`config.mk`:
```
export PLATFORM = sky130hd
export DESIGN_NAME = sfp_port
export DESIGN_NICKNAME = d
export VERILOG_FILES = /design/src/sfp_pkg.sv /design/src/sfp_port.sv /design/src/sfp_sync.sv
export SDC_FILE = /design/constraint.sdc
export NUM_CORES = 1
export LEC_CHECK = 0
export CELL_PAD_IN_SITES_DETAIL_PLACEMENT = 1
export CELL_PAD_IN_SITES_GLOBAL_PLACEMENT = 1
export CORE_UTILIZATION = 40
export CTS_BUF_LIST = sky130_fd_sc_hd__clkbuf_8
export DETAILED_ROUTE_END_ITERATION = 7
export DONT_BUFFER_PORTS = 1
export GPL_ROUTABILITY_DRIVEN = 1
export PLACE_DENSITY = 0.73
export SLEW_MARGIN = 10
export SYNTH_ARGS = -nofsm -noshare
export SYNTH_HDL_FRONTEND = slang
export SYNTH_SLANG_ARGS = --single-unit
```
`constraint.sdc`:
```
create_clock -name mclk -period 2.6 [get_ports mclk]
set_input_delay 0.39 -clock mclk [delete_from_list [all_inputs] [get_ports mclk]]
set_output_delay 0.39 -clock mclk [all_outputs]
set_load 0.02 [all_outputs]
```
`src/sfp_pkg.sv`:
```
// Package of constants and types for the serial flash program port.
// Overview of operation
// - The link is four wires: transfer clock in, receive in, transmit out and busy out.
// - Receive bits are sampled on each rising edge of the transfer clock.
// - Transmit bits change on each falling edge of the transfer clock, except status bit 0, set at the rise ending read status.
// - Every transfer is a whole eight-bit byte, least significant bit first.
// - Busy stays high while receiving, transmitting or running an operation.
// - The read status command returns the status byte of flash state and errors.
// - Busy goes low when ready for a byte and high once its reception begins.
// - Status bit 7 is sequencer ready, bit 5 erase error, bit 4 program error.
// - With flash not blank, commands other than read status and identity check are refused until the identity code matches.
package sfp_pkg;

	// ==========================================================
	// Constants
	localparam int SFP_BITS = 8;
	localparam logic [7:0] SFP_CMD_STATUS = 8'h70;
	localparam logic [7:0] SFP_CMD_CLEAR = 8'h50;
	localparam logic [7:0] SFP_CMD_IDCHK = 8'hF5;
	localparam logic [7:0] SFP_CMD_PROG = 8'h41;
	localparam logic [7:0] SFP_CMD_ERASE = 8'hA7;
	localparam logic [7:0] SFP_CONFIRM = 8'hD0;
	localparam int SFP_RDY_BIT = 7;
	localparam int SFP_ERS_BIT = 5;
	localparam int SFP_PRG_BIT = 4;
	localparam logic [7:0] SFP_STATUS_RST = 8'h80;
	localparam logic SFP_SCLK_IDLE = 1'b1;
	localparam int SFP_ID_LEN = 7;
	localparam int SFP_ID_HDR = 4;
	localparam int SFP_OP_CYCLES = 64;

	// ==========================================================
	// Types
	typedef struct packed {
		logic sclk;
		logic rxd;
	} sfp_link_in_type;

	typedef struct packed {
		logic txd;
		logic busy;
	} sfp_link_out_type;

endpackage

```
`src/sfp_port.sv`:
```
// Serial flash program port: shifter, command decode and status byte.
module sfp_port (
	// Clock and reset
	input wire logic mclk,
	input wire logic reset_n,
	// Serial link
	input sfp_pkg::sfp_link_in_type link_in,
	output sfp_pkg::sfp_link_out_type link_out,
	// Flash context
	input wire logic flash_blank,
	input wire logic [55:0] stored_id,
	input wire logic erase_fail,
	input wire logic program_fail,
	// Byte stream and identity status to the system
	output logic [7:0] rx_byte,
	output logic rx_valid,
	output logic id_ok
);
	import sfp_pkg::*;

	typedef enum logic [2:0] {
		ST_IDLE = 3'b001,
		ST_TX = 3'b010,
		ST_OP = 3'b100
	} sfp_state_type;

	// ==========================================================
	// Input synchronisers
	logic sclk_s;
	logic rxd_s;

	// Link clock crossing
	// synchronised inputs
	// The clock path resets to its idle level so no false edge follows reset.
	sfp_sync #(.RST_LEVEL(SFP_SCLK_IDLE)) u_sync_clk (
		.mclk(mclk),
		.reset_n(reset_n),
		.din(link_in.sclk),
		.dout(sclk_s)
	);
	sfp_sync u_sync_rxd (
		.mclk(mclk),
		.reset_n(reset_n),
		.din(link_in.rxd),
		.dout(rxd_s)
	);

	// ==========================================================
	// State
	logic sclk_q, sclk_d;
	logic [7:0] sh_q, sh_d;
	logic [2:0] cnt_q, cnt_d;
	logic [7:0] tx_q, tx_d;
	logic txd_q, txd_d;
	logic busy_q, busy_d;
	logic [7:0] stat_q, stat_d;
	logic [7:0] cmd_q, cmd_d;
	logic [3:0] idx_q, idx_d;
	logic idok_q, idok_d;
	logic idbad_q, idbad_d;
	logic [6:0] opc_q, opc_d;
	logic opprog_q, opprog_d;
	logic [7:0] rxb_q, rxb_d;
	logic rxv_q, rxv_d;
	sfp_state_type st_q, st_d;
	logic rise;
	logic fall;
	logic done;
	logic [7:0] byte_in;

	assign rise = sclk_s & ~sclk_q;
	assign fall = ~sclk_s & sclk_q;
	assign byte_in = {rxd_s, sh_q[7:1]};
	assign done = rise && cnt_q == 3'(SFP_BITS - 1);

	always_comb begin
		sclk_d = sclk_s;
		sh_d = sh_q;
		cnt_d = cnt_q;
		tx_d = tx_q;
		txd_d = txd_q;
		busy_d = busy_q;
		stat_d = stat_q;
		cmd_d = cmd_q;
		idx_d = idx_q;
		idok_d = idok_q;
		idbad_d = idbad_q;
		opc_d = opc_q;
		opprog_d = opprog_q;
		rxb_d = rxb_q;
		rxv_d = 1'b0;
		st_d = st_q;
		if (rise) begin
			sh_d = byte_in;
			cnt_d = cnt_q + 3'd1;
			busy_d = 1'b1;
		end
		if (fall && st_q == ST_TX) begin
			txd_d = tx_q[0];
			tx_d = {1'b0, tx_q[7:1]};
		end
		unique case (st_q)
			ST_IDLE: begin
				if (done) begin
					rxb_d = byte_in;
					rxv_d = 1'b1;
					busy_d = 1'b0;
					if (idx_q == 4'd0) begin
						cmd_d = byte_in;
						idx_d = 4'd1;
						if (byte_in == SFP_CMD_STATUS) begin
							// Bit 0 stands at once and each fall then
							// presents the bit that the next rise samples.
							tx_d = stat_q;
							txd_d = stat_q[0];
							st_d = ST_TX;
							busy_d = 1'b0;
							idx_d = 4'd0;
						end else if (!idok_q && !flash_blank &&
							byte_in != SFP_CMD_IDCHK) begin
							stat_d[SFP_ERS_BIT] = 1'b1;
							stat_d[SFP_PRG_BIT] = 1'b1;
							idx_d = 4'd0;
						end else if (byte_in == SFP_CMD_CLEAR) begin
							stat_d[SFP_ERS_BIT] = 1'b0;
							stat_d[SFP_PRG_BIT] = 1'b0;
							idx_d = 4'd0;
						end else if (byte_in == SFP_CMD_PROG) begin
							stat_d[SFP_RDY_BIT] = 1'b0;
							opprog_d = 1'b1;
							opc_d = 7'(SFP_OP_CYCLES - 1);
							st_d = ST_OP;
							busy_d = 1'b1;
							idx_d = 4'd0;
						end else if (byte_in != SFP_CMD_ERASE &&
							byte_in != SFP_CMD_IDCHK) begin
							idx_d = 4'd0;
						end
						idbad_d = 1'b0;
					end else if (cmd_q == SFP_CMD_ERASE) begin
						idx_d = 4'd0;
						if (byte_in == SFP_CONFIRM) begin
							stat_d[SFP_RDY_BIT] = 1'b0;
							opprog_d = 1'b0;
							opc_d = 7'(SFP_OP_CYCLES - 1);
							st_d = ST_OP;
							busy_d = 1'b1;
						end
					end else begin
						// Identity check: four header bytes, then seven.
						if (idx_q > 4'(SFP_ID_HDR) &&
							byte_in != stored_id[8*(idx_q-4'd5) +: 8])
							idbad_d = 1'b1;
						idx_d = idx_q + 4'd1;
						if (idx_q == 4'(SFP_ID_HDR + SFP_ID_LEN)) begin
							idx_d = 4'd0;
							idok_d = !(idbad_q || byte_in !=
								stored_id[55:48]);
						end
					end
				end
			end
			ST_TX: begin
				if (done) begin
					st_d = ST_IDLE;
					busy_d = 1'b0;
				end
			end
			ST_OP: begin
				busy_d = 1'b1;
				opc_d = opc_q - 7'd1;
				if (opc_q == 7'd0) begin
					stat_d[SFP_RDY_BIT] = 1'b1;
					if (opprog_q && program_fail)
						stat_d[SFP_PRG_BIT] = 1'b1;
					if (!opprog_q && erase_fail)
						stat_d[SFP_ERS_BIT] = 1'b1;
					st_d = ST_IDLE;
					busy_d = 1'b0;
				end
			end
			default: st_d = ST_IDLE;
		endcase
	end

	always_ff @(posedge mclk) begin
		if (!reset_n) begin
			sclk_q <= SFP_SCLK_IDLE;
			sh_q <= 8'h00;
			cnt_q <= 3'd0;
			tx_q <= 8'h00;
			txd_q <= 1'b1;
			busy_q <= 1'b0;
			stat_q <= SFP_STATUS_RST;
			cmd_q <= 8'h00;
			idx_q <= 4'd0;
			idok_q <= 1'b0;
			idbad_q <= 1'b0;
			opc_q <= 7'd0;
			opprog_q <= 1'b0;
			rxb_q <= 8'h00;
			rxv_q <= 1'b0;
			st_q <= ST_IDLE;
		end else begin
			sclk_q <= sclk_d;
			sh_q <= sh_d;
			cnt_q <= cnt_d;
			tx_q <= tx_d;
			txd_q <= txd_d;
			busy_q <= busy_d;
			stat_q <= stat_d;
			cmd_q <= cmd_d;
			idx_q <= idx_d;
			idok_q <= idok_d;
			idbad_q <= idbad_d;
			opc_q <= opc_d;
			opprog_q <= opprog_d;
			rxb_q <= rxb_d;
			rxv_q <= rxv_d;
			st_q <= st_d;
		end
	end

	assign link_out = '{txd: txd_q, busy: busy_q};
	assign rx_byte = rxb_q;
	assign rx_valid = rxv_q;
	assign id_ok = idok_q;

	// ==========================================================
	// Assertions
	busy_on_rise_a: assert property (@(posedge mclk) disable iff (!reset_n)
		rise && !done |=> busy_q) else $error("busy not raised on bit");
	busy_in_op_a: assert property (@(posedge mclk) disable iff (!reset_n)
		st_q == ST_OP |-> ##1 (busy_q || st_q == ST_IDLE))
		else $error("busy low during operation");
	tx_on_fall_a: assert property (@(posedge mclk) disable iff (!reset_n)
		!fall && !(rise && st_q == ST_IDLE) |=> $stable(txd_q))
		else $error("transmit changed off falling edge");
	rdy_flag_a: assert property (@(posedge mclk) disable iff (!reset_n)
		st_q == ST_OP |-> !stat_q[SFP_RDY_BIT])
		else $error("ready flag set during operation");
	byte_lsb_a: assert property (@(posedge mclk) disable iff (!reset_n)
		rise |=> sh_q[7] == $past(rxd_s)) else $error("bit order wrong");
	cmd_lock_a: assert property (@(posedge mclk) disable iff (!reset_n)
		done && st_q == ST_IDLE && idx_q == 4'd0 && !idok_q && !flash_blank
		&& byte_in == SFP_CMD_PROG |=> st_q != ST_OP)
		else $error("command accepted while locked");
	op_len_a: assert property (@(posedge mclk) disable iff (!reset_n)
		$rose(st_q == ST_OP) |-> ##64 st_q == ST_IDLE)
		else $error("operation length wrong");
	status_tx_a: assert property (@(posedge mclk) disable iff (!reset_n)
		done && st_q == ST_IDLE && idx_q == 4'd0 && byte_in == SFP_CMD_STATUS
		|=> st_q == ST_TX && txd_q == $past(stat_q[0]))
		else $error("status not returned");
	cv_status_c: cover property (@(posedge mclk) st_q == ST_TX);
	cv_op_c: cover property (@(posedge mclk) st_q == ST_OP);
	cv_idok_c: cover property (@(posedge mclk) $rose(idok_q));
endmodule // sfp_port

```
`src/sfp_sync.sv`:
```
// Two-flop synchroniser for one level from outside the clock domain.
module sfp_sync #(
	parameter logic RST_LEVEL = 1'b0
) (
	// Clock and reset
	input wire logic mclk,
	input wire logic reset_n,
	// Level
	input wire logic din,
	output logic dout
);
	logic meta_q;
	logic meta_d;
	logic sync_q;
	logic sync_d;

	always_comb begin
		meta_d = din;
		sync_d = meta_q;
	end

	always_ff @(posedge mclk) begin
		if (!reset_n) begin
			meta_q <= RST_LEVEL;
			sync_q <= RST_LEVEL;
		end else begin
			meta_q <= meta_d;
			sync_q <= sync_d;
		end
	end

	assign dout = sync_q;
endmodule // sfp_sync

```
# == After elaboration in Yosys (flattened, before gate mapping) ==
# Cells that the tools add are included.
# word_totals
output_inout_bits,12
elab_cells,178
reg_bits,63
in_bits,63
# op_classes
n_reduce_logical,30
order_cmp,1
shift,1
n_mux,78
eq_ne,36
addsub,4
bitwise_logic,6
# op_table
operator,count
$mux 7,8
$shiftx 56x33->8,1
$mux 1,41
$mux 8,5
$mux 3,10
$eq 8x7->1 const B,3
$reduce_and 8->1,3
$ne 2x2->1 const B,11
$ne 3x3->1 const B,7
$eq 8x8->1 const B,2
$ne 8x8->1,2
$ne 8x8->1 const B,2
$pmux 7 s2,1
$reduce_and 7->1,2
$mux 2,6
$mux 4,3
$ne 4x4->1 const B,3
$pmux 3 s3,1
$reduce_and 9->1,1
$logic_and 1x1->1,8
$reduce_bool 2->1,4
$logic_not 7->1,1
$sub 7x1->7 const B,1
$eq 3x3->1 const B,2
20 further kinds,28

# == Logic depth before layout (Yosys ltp) ==
# Gate-level depths: netlist (run 1).
# logic_depth
depth_word,8
mapped_depth,13
depth_no_buf,10

# == By module ==
# Synthesis (run 1) repeated with hierarchy kept, for this count alone.
# unflattened
cells_unflattened,474
hier_area_um2,3793.6
# modules_own_cells
mod,cells_per_inst,seq_area_each_um2,area_each_um2,instances
sfp_port,466,1161.1,3688.5,1
sfp_sync,4,40.0,52.6,2

# == Least setup slack after synthesis (run 1) ==
# Ideal clock, no wire load.
# synth_timing
path_type,register -> register
from,reg idx_q[0]
to,reg idbad_q
required_ps,2483
arrival_ps,2668
path_slack_ps,-185
path_stages_with_launch,13
setup_time_ps,117
synth_period_minus_slack_ps,2785
path_cell_list,dfxtp_1 > inv_1 > clkbuf_1 > ha_1 > buf_6 > buf_4 > a2111oi_0 > nor4_1 > nor4b_1 > a31oi_1 > o22ai_1 > nand4_1 > a32o_1
# synth_via
elab_chain_len,6
# synth_lines
item,line,source
start: declaration,sfp_port.sv:58,"logic [3:0] idx_q, idx_d;"
start signal: assignment,sfp_port.sv:213,idx_q <= idx_d;
$sub 4x3->5,sfp_port.sv:152,byte_in != stored_id[8*(idx_q-4'd5) +: 8])
$shiftx 56x33->8,sfp_port.sv:152,
$ne 8x8->1,sfp_port.sv:152,
$logic_and 1x1->1,sfp_port.sv:151,if (idx_q > 4'(SFP_ID_HDR) &&
$reduce_bool 2->1 (no source line),--,
$reduce_and 4->1 (no source line),--,
end signal: assignment,sfp_port.sv:215,idbad_q <= idbad_d;
end: declaration,sfp_port.sv:60,"logic idbad_q, idbad_d;"
# Parallel ways exist; a longest one is shown, timed or not.
# A chain may end at the register's enable or synchronous reset.

# == Final worst setup path (run 1) ==
# layout_timing
from,reg idx_q[1]
to,reg idbad_q
# Same word-level chain as after synthesis.

==> flow_metrics.env, run 1 <==
export IMPL_io_pins=75
export IMPL_required_ns=2.84
export IMPL_path_max_fanout=11
export IMPL_vias=3397
export IMPL_grt_pass1_wl_um=16400
export IMPL_numCtsBuffers=9
export IMPL_core_area_sq_um=9150
export IMPL_status="completed"
export IMPL_die_w_um=99.0
export IMPL_syn_cell_area_sq_um=3760
export IMPL_ir_drop_mv=0.254
export IMPL_internal_power_mw=1.39
export IMPL_cts_tree="yes"
export IMPL_fmax_ghz=0.397
export IMPL_yosys_cell_types_count=55
export IMPL_synth_ff_type="dfxtp_1"
export IMPL_clk_latency_ns=0.35
export IMPL_power_frac_seq=0.527
export IMPL_ff2ff_setup_slack_ns=0.08
export IMPL_fin_ws_ns=0.0806
export IMPL_fin_crit_ns=2.52
export IMPL_routedWlPerCell_um=17.2
export IMPL_wl_um=10100
export IMPL_hold_viol=0
export IMPL_antenna_found_initial=0
export IMPL_swShare=0.236
export IMPL_synth_top_area_frac=0.330
export IMPL_grt_max_degree=59
export IMPL_drc=0
export IMPL_cp_arrival_ns=2.76
export IMPL_nets=543
export IMPL_fillers=1096
export IMPL_antenna_cells=0
export IMPL_cts_num_sinks=62
export IMPL_stdcell_area_sq_um=4270
export IMPL_tightest_slew_ns=0.603
export IMPL_preCtsSetupSlack_ns=-0.0282
export IMPL_grt_pass1_vias=3324
export IMPL_setup_viol=0
export IMPL_slew_headroom=0.597
export IMPL_power_density_nw_per_um2=425
export IMPL_hpwl_um=7350
export IMPL_first_pass_iters=4
export IMPL_synth_async_sr_flop_share=0
export IMPL_grtUsageTotal=0.212
export IMPL_htree_num_levels=3
export IMPL_path_class="reg2reg"
export IMPL_syn_num_nets=543
export IMPL_first_iter_violations=108
export IMPL_die_h_um=99.0
export IMPL_fin_crit_sh=0.969
export IMPL_synthCells=473
export IMPL_p_clk_frac=0.432
export IMPL_via_per_inst=5.77
export IMPL_ant_nets=0
export IMPL_drive_gt1_frac=0.151
export IMPL_startpoint_type="flip-flop"
export IMPL_rows=35
export IMPL_hold_path_class="in2reg"
export IMPL_path_clk_slew_ns=0.07
export IMPL_ys_warn_count=0
export IMPL_slew_violations=0
export IMPL_seq_area_frac_synth=0.330
export IMPL_overflow=0
export IMPL_p_leak_nw=1.54
export IMPL_cts_buffer_depth=2
export IMPL_yosys_top_cells_area="dfxtp_1 (33%), nand2_1 (7.4%), mux2i_1 (5.6%), a21boi_0 (5.4%), nand3_1 (4.1%)"
export IMPL_max_cap_violations=0
export IMPL_postPlaceCellArea_sq_um=3880
export IMPL_start_util=0.411
export IMPL_seq_area_sq_um=1240
export IMPL_combPwrFrac=0.040
export IMPL_multi_input_area_sq_um=2420
export IMPL_synth_avg_cell_area_sq_um=7.95
export IMPL_routabilityCongestion=0.851
export IMPL_cts_root_buf="clkbuf_8"
export IMPL_dieArea_sq_um=9790
export IMPL_cp_end_kind="flip-flop"
export IMPL_ys_ff_latch=62
export IMPL_power_switching_mw=0.428
export IMPL_port_buffers=0
export IMPL_finalClockSkew_ns=0.0140
export IMPL_synth_edff_count=0
export IMPL_syn_to_final_growth_pct=13.5
export IMPL_yosys_area_top_type="dfxtp_1"
[cells in the final DEF, fill, tap and decap left out, types with 9 or more instances in the layout]
master	count
mux2i_1	21
nand3_1	31
clkbuf_8	11
inv_1	10
nor2b_1	18
nand2_1	74
a21oi_1	16
nor2_1	29
nand4_1	10
o21ai_0	11
xor2_1	9
a21boi_0	27
buf_4	20
dfxtp_1	62
[per-layer routing]
layer | vias up | global-route usage | share of wire
li1 | 1670 | - | -
met1 | 1641 | 0.267 | 0.46
met2 | 68 | 0.359 | 0.49
met3 | 18 | 0.0475 | 0.033
met4 | 0 | 0.0643 | 0.018
met5 | - | 0 | 0
[cells in the mapped netlist, types with 4 or more instances]
library cell,number
buf_4,8
a21boi_0,27
nand4_1,10
a211oi_1,5
and2_1,7
nor3_1,8
clkbuf_1,16
nand2b_1,8
a31oi_1,4
nor2b_1,18
dfxtp_1,62
xor2_1,9
xnor2_1,4
mux2i_1,21
buf_2,6
o21ai_0,11
or2_2,4
ha_1,7
a21oi_1,16
nand2_1,74
o22ai_1,5
inv_1,12
nor4_1,8
nand3_1,31
nor2_1,29
a2111oi_0,10
o21ai_1,4
[cell families after synthesis]
kind of cell             count (synthesis)  share of synthesized area
multiplexers                            21                     0.0559
buffers and inverters                   48                     0.0669
flip-flops                              62                      0.330
AND/OR/NAND/NOR                        217                      0.289
XOR/XNOR                                15                     0.0389
adder cells (fa/ha/maj)                  7                     0.0233
AO/OA/AOI/OAI                          103                      0.196
[layout make-up]
cell class | instances | area share
clock buffers | 11 | 0.0355
inverters | 12 | 0.0106
well taps | 111 | 0.0325
flip-flops and latches | 62 | 0.291
clock inverters | 5 | 0.00791
multi-input cells | 363 | 0.567
repair buffers | 25 | 0.0563
[registers in the layout, indices dropped and copies added, names as in the netlist]
signal	flops
u_sync_rxd.meta_q	1
rx_valid	1
tx_q	8
rx_byte	8
stat_q	3
u_sync_rxd.dout	1
sh_q	7
cnt_q	3
idbad_q	1
opc_q	7
txd_q	1
opprog_q	1
st_q	3
cmd_q	8
id_ok	1
u_sync_clk.meta_q	1
idx_q	4
sclk_q	1
u_sync_clk.dout	1
busy_q	1
[worst paths after layout]
check               startpoint                end  cells past startpoint
min                    reset_n  u_sync_clk.meta_q                      1
max reg2reg           idx_q[1]            idbad_q                     12
max                   idx_q[1]            idbad_q                     12
min reg2reg  u_sync_clk.meta_q    u_sync_clk.dout                      1
[repair_timing]
action / CTS / global route
gates cloned: 0 / 1
setup buffers: 0 / 3
hold buffers: 0 / 0
endpoints found under the setup margin: 1 / 1
resized for setup: 2 / 25
pin swaps: 1 / 5
hold endpoints to repair: 0 / 0
[worst max-delay path: stages, from the launching register on]
cell and delay (ns):
dfxtp_1 0.35, inv_2 0.08, ha_4 0.30, buf_12 0.10, buf_12 0.12, nor2b_1 0.07
a2111oi_2 0.44, nor4_4 0.12, nor4b_2 0.29, a31oi_1 0.07, o32ai_1 0.14, nand4_1 0.13
a32o_1 0.22
[metrics by stage]
stage / power [mW] / hold WS, ns / utilization / std cells / setup TNS (ns)
6_report: 1.82 / 0.129 / 0.466 / 589 / 0
5_1_grt: 1.91 / 0.0931 / 0.466 / 589 / -0.0618
4_1_cts: 1.83 / 0.110 / 0.446 / 585 / 0
3_5_place_dp: 1.05 / 0.396 / 0.424 / 569 / -0.0282
3_3_place_gp: 1.04 / 0.391 / 0.424 / 569 / 0
2_1_floorplan: 1.04 / 0.386 / - / 473 / 0
[power groups by stage]
stage               Sequential [mW]  Combinational (mW)  Clock (mW)
floorplan                     0.977              0.0642           0
global placement              0.980              0.0637           0
detailed placement            0.980              0.0665           0
CTS                           0.958              0.0673       0.810
global route                  0.958              0.0809       0.868
finish                        0.958              0.0730       0.786
Note: power is estimated with default switching activity, not from simulation.
==> run 2: changes to the inputs <==
Settings changed: RECOVER_POWER set to 50.
==> flow_metrics.env, run 2 (synthesized netlist as in run 1, its figures left out) <==
export IMPL_ant_nets=0
export IMPL_path_max_fanout=11
export IMPL_use_met1=0.267
export IMPL_cp_arrival_ns=2.76
export IMPL_slew_violations=0
export IMPL_wl_um=10100
export IMPL_max_cap_violations=0
export IMPL_vias=3397
export IMPL_antenna_found_initial=0
export IMPL_use_met3=0.0475
export IMPL_die_h_um=99.0
export IMPL_tightest_slew_ns=0.684
export IMPL_grt_met2_usage=0.359
export IMPL_fillers=1099
export IMPL_grt_pass1_wl_um=16400
export IMPL_htree_num_levels=3
export IMPL_grt_busiest_layer="met2"
export IMPL_via_per_inst=5.77
export IMPL_first_pass_iters=4
export IMPL_core_area_sq_um=9150
export IMPL_cts_tree="yes"
export IMPL_antenna_cells=0
export IMPL_syn_to_final_growth_pct=13.3
export IMPL_first_iter_violations=108
export IMPL_cts_root_buf="clkbuf_8"
export IMPL_routabilityCongestion=0.851
export IMPL_power_density_nw_per_um2=426
export IMPL_io_pins=75
export IMPL_cp_end_kind="flip-flop"
export IMPL_fmax_ghz=0.397
export IMPL_startpoint_type="flip-flop"
export IMPL_grtUsageTotal=0.212
export IMPL_hpwl_um=7350
export IMPL_rows=35
export IMPL_p_leak_nw=1.53
export IMPL_final_common_cell="nand2_1"
export IMPL_drc=0
export IMPL_dieArea_sq_um=9790
export IMPL_routedWlPerCell_um=17.2
export IMPL_layout_common_cells="nand2_1 (74), dfxtp_1 (62), nand3_1 (31), nor2_1 (29), a21boi_0 (27)"
export IMPL_grt_max_degree=59
export IMPL_fin_crit_sh=0.969
export IMPL_grt_pass1_vias=3324
export IMPL_finalClockSkew_ns=0.0140
export IMPL_cts_num_sinks=62
export IMPL_cts_buffer_depth=2
export IMPL_nets=543
export IMPL_path_class="reg2reg"
export IMPL_hold_viol=0
export IMPL_path_clk_slew_ns=0.07
export IMPL_drive_gt1_frac=0.146
export IMPL_required_ns=2.84
export IMPL_slew_headroom=0.544
export IMPL_status="completed"
export IMPL_start_util=0.411
export IMPL_fin_crit_ns=2.52
export IMPL_port_buffers=0
export IMPL_ir_drop_mv=0.254
export IMPL_fin_cells=589
export IMPL_overflow=0
export IMPL_setup_viol=0
export IMPL_placed_cells=569
export IMPL_clk_latency_ns=0.35
export IMPL_numCtsBuffers=9
export IMPL_hold_path_class="in2reg"
export IMPL_die_w_um=99.0
export IMPL_power_mw=1.82
[run 2: cell count changes in the layout (fill, tap and decap cells not counted)]
cell / change
and2_0: +2
and2_1: -2
buf_4: -2
clkbuf_1: +2
[run 2: path summary, 6_finish.rpt]
| kind | from | end | slack, ns | depth (start not counted) |
|---|---|---|---|---|
| max | idx_q[1] | idbad_q | 0.08 | 12 |
| min | reset_n | u_sync_clk.meta_q | 0.13 | 1 |
| min reg2reg | u_sync_clk.meta_q | u_sync_clk.dout | 0.41 | 1 |
| max reg2reg | idx_q[1] | idbad_q | 0.08 | 12 |
[run 2: final cells by class]
| type | count | area [sq um] | area share |
|---|---|---|---|
| well taps | 111 | 139 | 0.0326 |
| repair buffers | 25 | 233 | 0.0546 |
| flip-flops and latches | 62 | 1240 | 0.291 |
| clock buffers | 11 | 151 | 0.0355 |
| clock inverters | 5 | 33.8 | 0.00793 |
| multi-input cells | 363 | 2420 | 0.568 |
| inverters | 12 | 45.0 | 0.0106 |
[run 2: layer usage]
| layer | vias to the layer above | wire (um) | part of all wire |
|---|---|---|---|
| met5 | - | 0 | 0 |
| met4 | 0 | 182 | 0.018 |
| met3 | 18 | 351 | 0.035 |
| met2 | 71 | 4940 | 0.49 |
| met1 | 1638 | 4640 | 0.46 |
| li1 | 1670 | - | - |
[run 2: critical path, stage by stage, from the launching register on]
cell       delay (ns)
dfxtp_1          0.35
inv_2            0.08
ha_4             0.30
buf_12           0.10
buf_12           0.12
nor2b_1          0.07
a2111oi_2        0.44
nor4_4           0.12
nor4b_2          0.29
a31oi_1          0.07
o32ai_1          0.14
nand4_1          0.13
a32o_1           0.22
[run 2: power by group]
group	internal (mW)	leakage (nW)	switching [mW]
Combinational	0.0383	0.937	0.0342
Sequential	0.954	0.500	0.00424
Clock	0.396	0.0913	0.390
[run 2: what timing repair did]
item                       4_1_cts  5_1_grt
setup buffers                    0        3
gates cloned                     0        1
pin swaps                        1        5
hold buffers                     0        0
resized for setup                2       25
setup endpoints to repair        1        1
[run 2: stage by stage]
stage / utilization / setup TNS (ns) / instance area [sq um] / setup slack, ns / hold slack (ns)
floorplan: - / 0 / 3770 / 0.000534 / 0.386
global route: 0.466 / -0.0618 / 4260 / -0.0618 / 0.0932
detailed placement: 0.424 / -0.0282 / 3880 / -0.0282 / 0.396
CTS: 0.446 / 0 / 4090 / 0.0219 / 0.110
global placement: 0.424 / 0 / 3880 / 0.138 / 0.391
finish: 0.466 / 0 / 4260 / 0.0806 / 0.129
==> run 3: changes to the inputs <==
Settings changed: REMOVE_ABC_BUFFERS set to 1.
==> flow_metrics.env, run 3 (synthesized netlist as in run 1, its figures left out) <==
export IMPL_status="completed"
export IMPL_fmax_ghz=0.408
export IMPL_grt_pass1_vias=3392
export IMPL_p_clk_frac=0.418
export IMPL_power_density_nw_per_um2=413
export IMPL_power_mw=1.77
export IMPL_postPlaceCellArea_sq_um=3910
export IMPL_drc=0
export IMPL_tns_ns=0
export IMPL_fin_crit_ns=2.45
export IMPL_cts_root_buf="clkbuf_8"
export IMPL_routabilityCongestion=0.797
export IMPL_hold_viol=0
export IMPL_slew_violations=0
export IMPL_internal_power_mw=1.35
export IMPL_drive_gt1_frac=0.158
export IMPL_max_cap_violations=0
export IMPL_io_pins=75
export IMPL_wl_um=10100
export IMPL_path_max_fanout=11
export IMPL_core_area_sq_um=9150
export IMPL_whs_path_depth=1
export IMPL_via_per_inst=5.75
export IMPL_overflow=0
export IMPL_cts_num_sinks=62
export IMPL_layout_common_cells="nand2_1 (74), dfxtp_1 (62), nand3_1 (31), nor2_1 (29), a21boi_0 (27)"
export IMPL_routedWlPerCell_um=17.1
export IMPL_hold_path_class="in2reg"
export IMPL_final_common_cell="nand2_1"
export IMPL_required_ns=2.84
export IMPL_path_clk_slew_ns=0.07
export IMPL_path_class="reg2reg"
export IMPL_finalClockSkew_ns=0.00766
export IMPL_p_leak_nw=1.55
export IMPL_first_pass_iters=4
export IMPL_syn_to_final_growth_pct=14.1
export IMPL_final_core_util=0.469
export IMPL_cts_tree="yes"
export IMPL_htree_num_levels=3
export IMPL_rows=35
export IMPL_ctsHoldBuffers=0
export IMPL_reg2reg_depth=11
export IMPL_swShare=0.237
export IMPL_tightest_slew_ns=0.562
export IMPL_fin_crit_sh=0.944
export IMPL_cp_end_kind="flip-flop"
export IMPL_slew_headroom=0.624
export IMPL_combPwrFrac=0.041
export IMPL_grt_max_degree=59
export IMPL_fillers=1120
export IMPL_grtUsageTotal=0.209
export IMPL_vias=3409
export IMPL_ir_drop_mv=0.272
export IMPL_dieArea_sq_um=9790
export IMPL_antenna_found_initial=0
export IMPL_die_h_um=99.0
export IMPL_port_buffers=0
export IMPL_start_util=0.411
export IMPL_setup_viol=0
export IMPL_power_switching_mw=0.419
export IMPL_nets=547
export IMPL_numCtsBuffers=9
export IMPL_cp_arrival_ns=2.69
export IMPL_clk_latency_ns=0.34
export IMPL_stdcell_area_sq_um=4290
export IMPL_grt_pass1_wl_um=16200
export IMPL_die_w_um=99.0
export IMPL_power_frac_seq=0.541
export IMPL_ant_nets=0
export IMPL_antenna_cells=0
export IMPL_cts_buffer_depth=2
export IMPL_hpwl_um=7160
export IMPL_startpoint_type="flip-flop"
export IMPL_first_iter_violations=103
==> run 3: layer usage <==
metal | GRT usage | vias to the layer above | routed length [um]
met2 | 0.377 | 81 | 5090
met5 | 0 | - | 0
met1 | 0.237 | 1631 | 4310
met3 | 0.0482 | 25 | 463
met4 | 0.0838 | 0 | 249
li1 | - | 1672 | -
==> run 3: path summary, 6_finish.rpt <==
check	from	end	slack [ns]
worst max register to register	idx_q[1]	idbad_q	0.15
worst min-delay path	reset_n	st_q[0]	0.13
worst max-delay path	idx_q[1]	idbad_q	0.15
worst min register to register	u_sync_clk.meta_q	u_sync_clk.dout	0.43
==> run 3: layout make-up <==
type                    count  area [sq um]  share of cell area
multi-input cells         363          2450               0.570
flip-flops and latches     62          1240               0.289
repair buffers             29           251              0.0586
well taps                 111           139              0.0324
clock buffers              10           138              0.0321
inverters                  12          45.0              0.0105
clock inverters             6          30.0             0.00700
==> run 3: critical path, stage by stage (launching register included) <==
cell,delay (ns)
dfxtp_1,0.34
inv_2,0.08
ha_4,0.32
buf_12,0.14
and2b_2,0.23
a2111oi_4,0.28
nor4_2,0.11
nor4b_2,0.30
a31oi_1,0.07
o22ai_1,0.14
nand4_1,0.11
a32o_1,0.22
==> run 3: power groups by stage <==
stage / registers [mW] / logic [mW] / clock network [mW]
after global routing: 0.958 / 0.0805 / 0.810
after CTS: 0.958 / 0.0661 / 0.761
final: 0.959 / 0.0720 / 0.741
after floorplan: 0.979 / 0.0515 / 0
after global placement: 0.980 / 0.0624 / 0
after detailed placement: 0.980 / 0.0650 / 0
==> run 3: per-stage QoR <==
| step | std cells | worst slack, ns | hold slack, ns |
|---|---|---|---|
| 5_1_grt | 593 | -0.0292 | 0.110 |
| 4_1_cts | 591 | 0.000958 | 0.113 |
| 3_5_place_dp | 575 | -0.0423 | 0.409 |
| 6_report | 593 | 0.146 | 0.125 |
| 3_3_place_gp | 575 | 0.0987 | 0.392 |
| 2_1_floorplan | 437 | -1.08 | 0.386 |
==> run 3: timing repair <==
| action | CTS | global route |
|---|---|---|
| pin swaps | 1 | 5 |
| gates resized for setup | 5 | 34 |
| endpoints found under the setup margin | 1 | 1 |
| setup buffers | 0 | 1 |
| gates cloned | 0 | 1 |
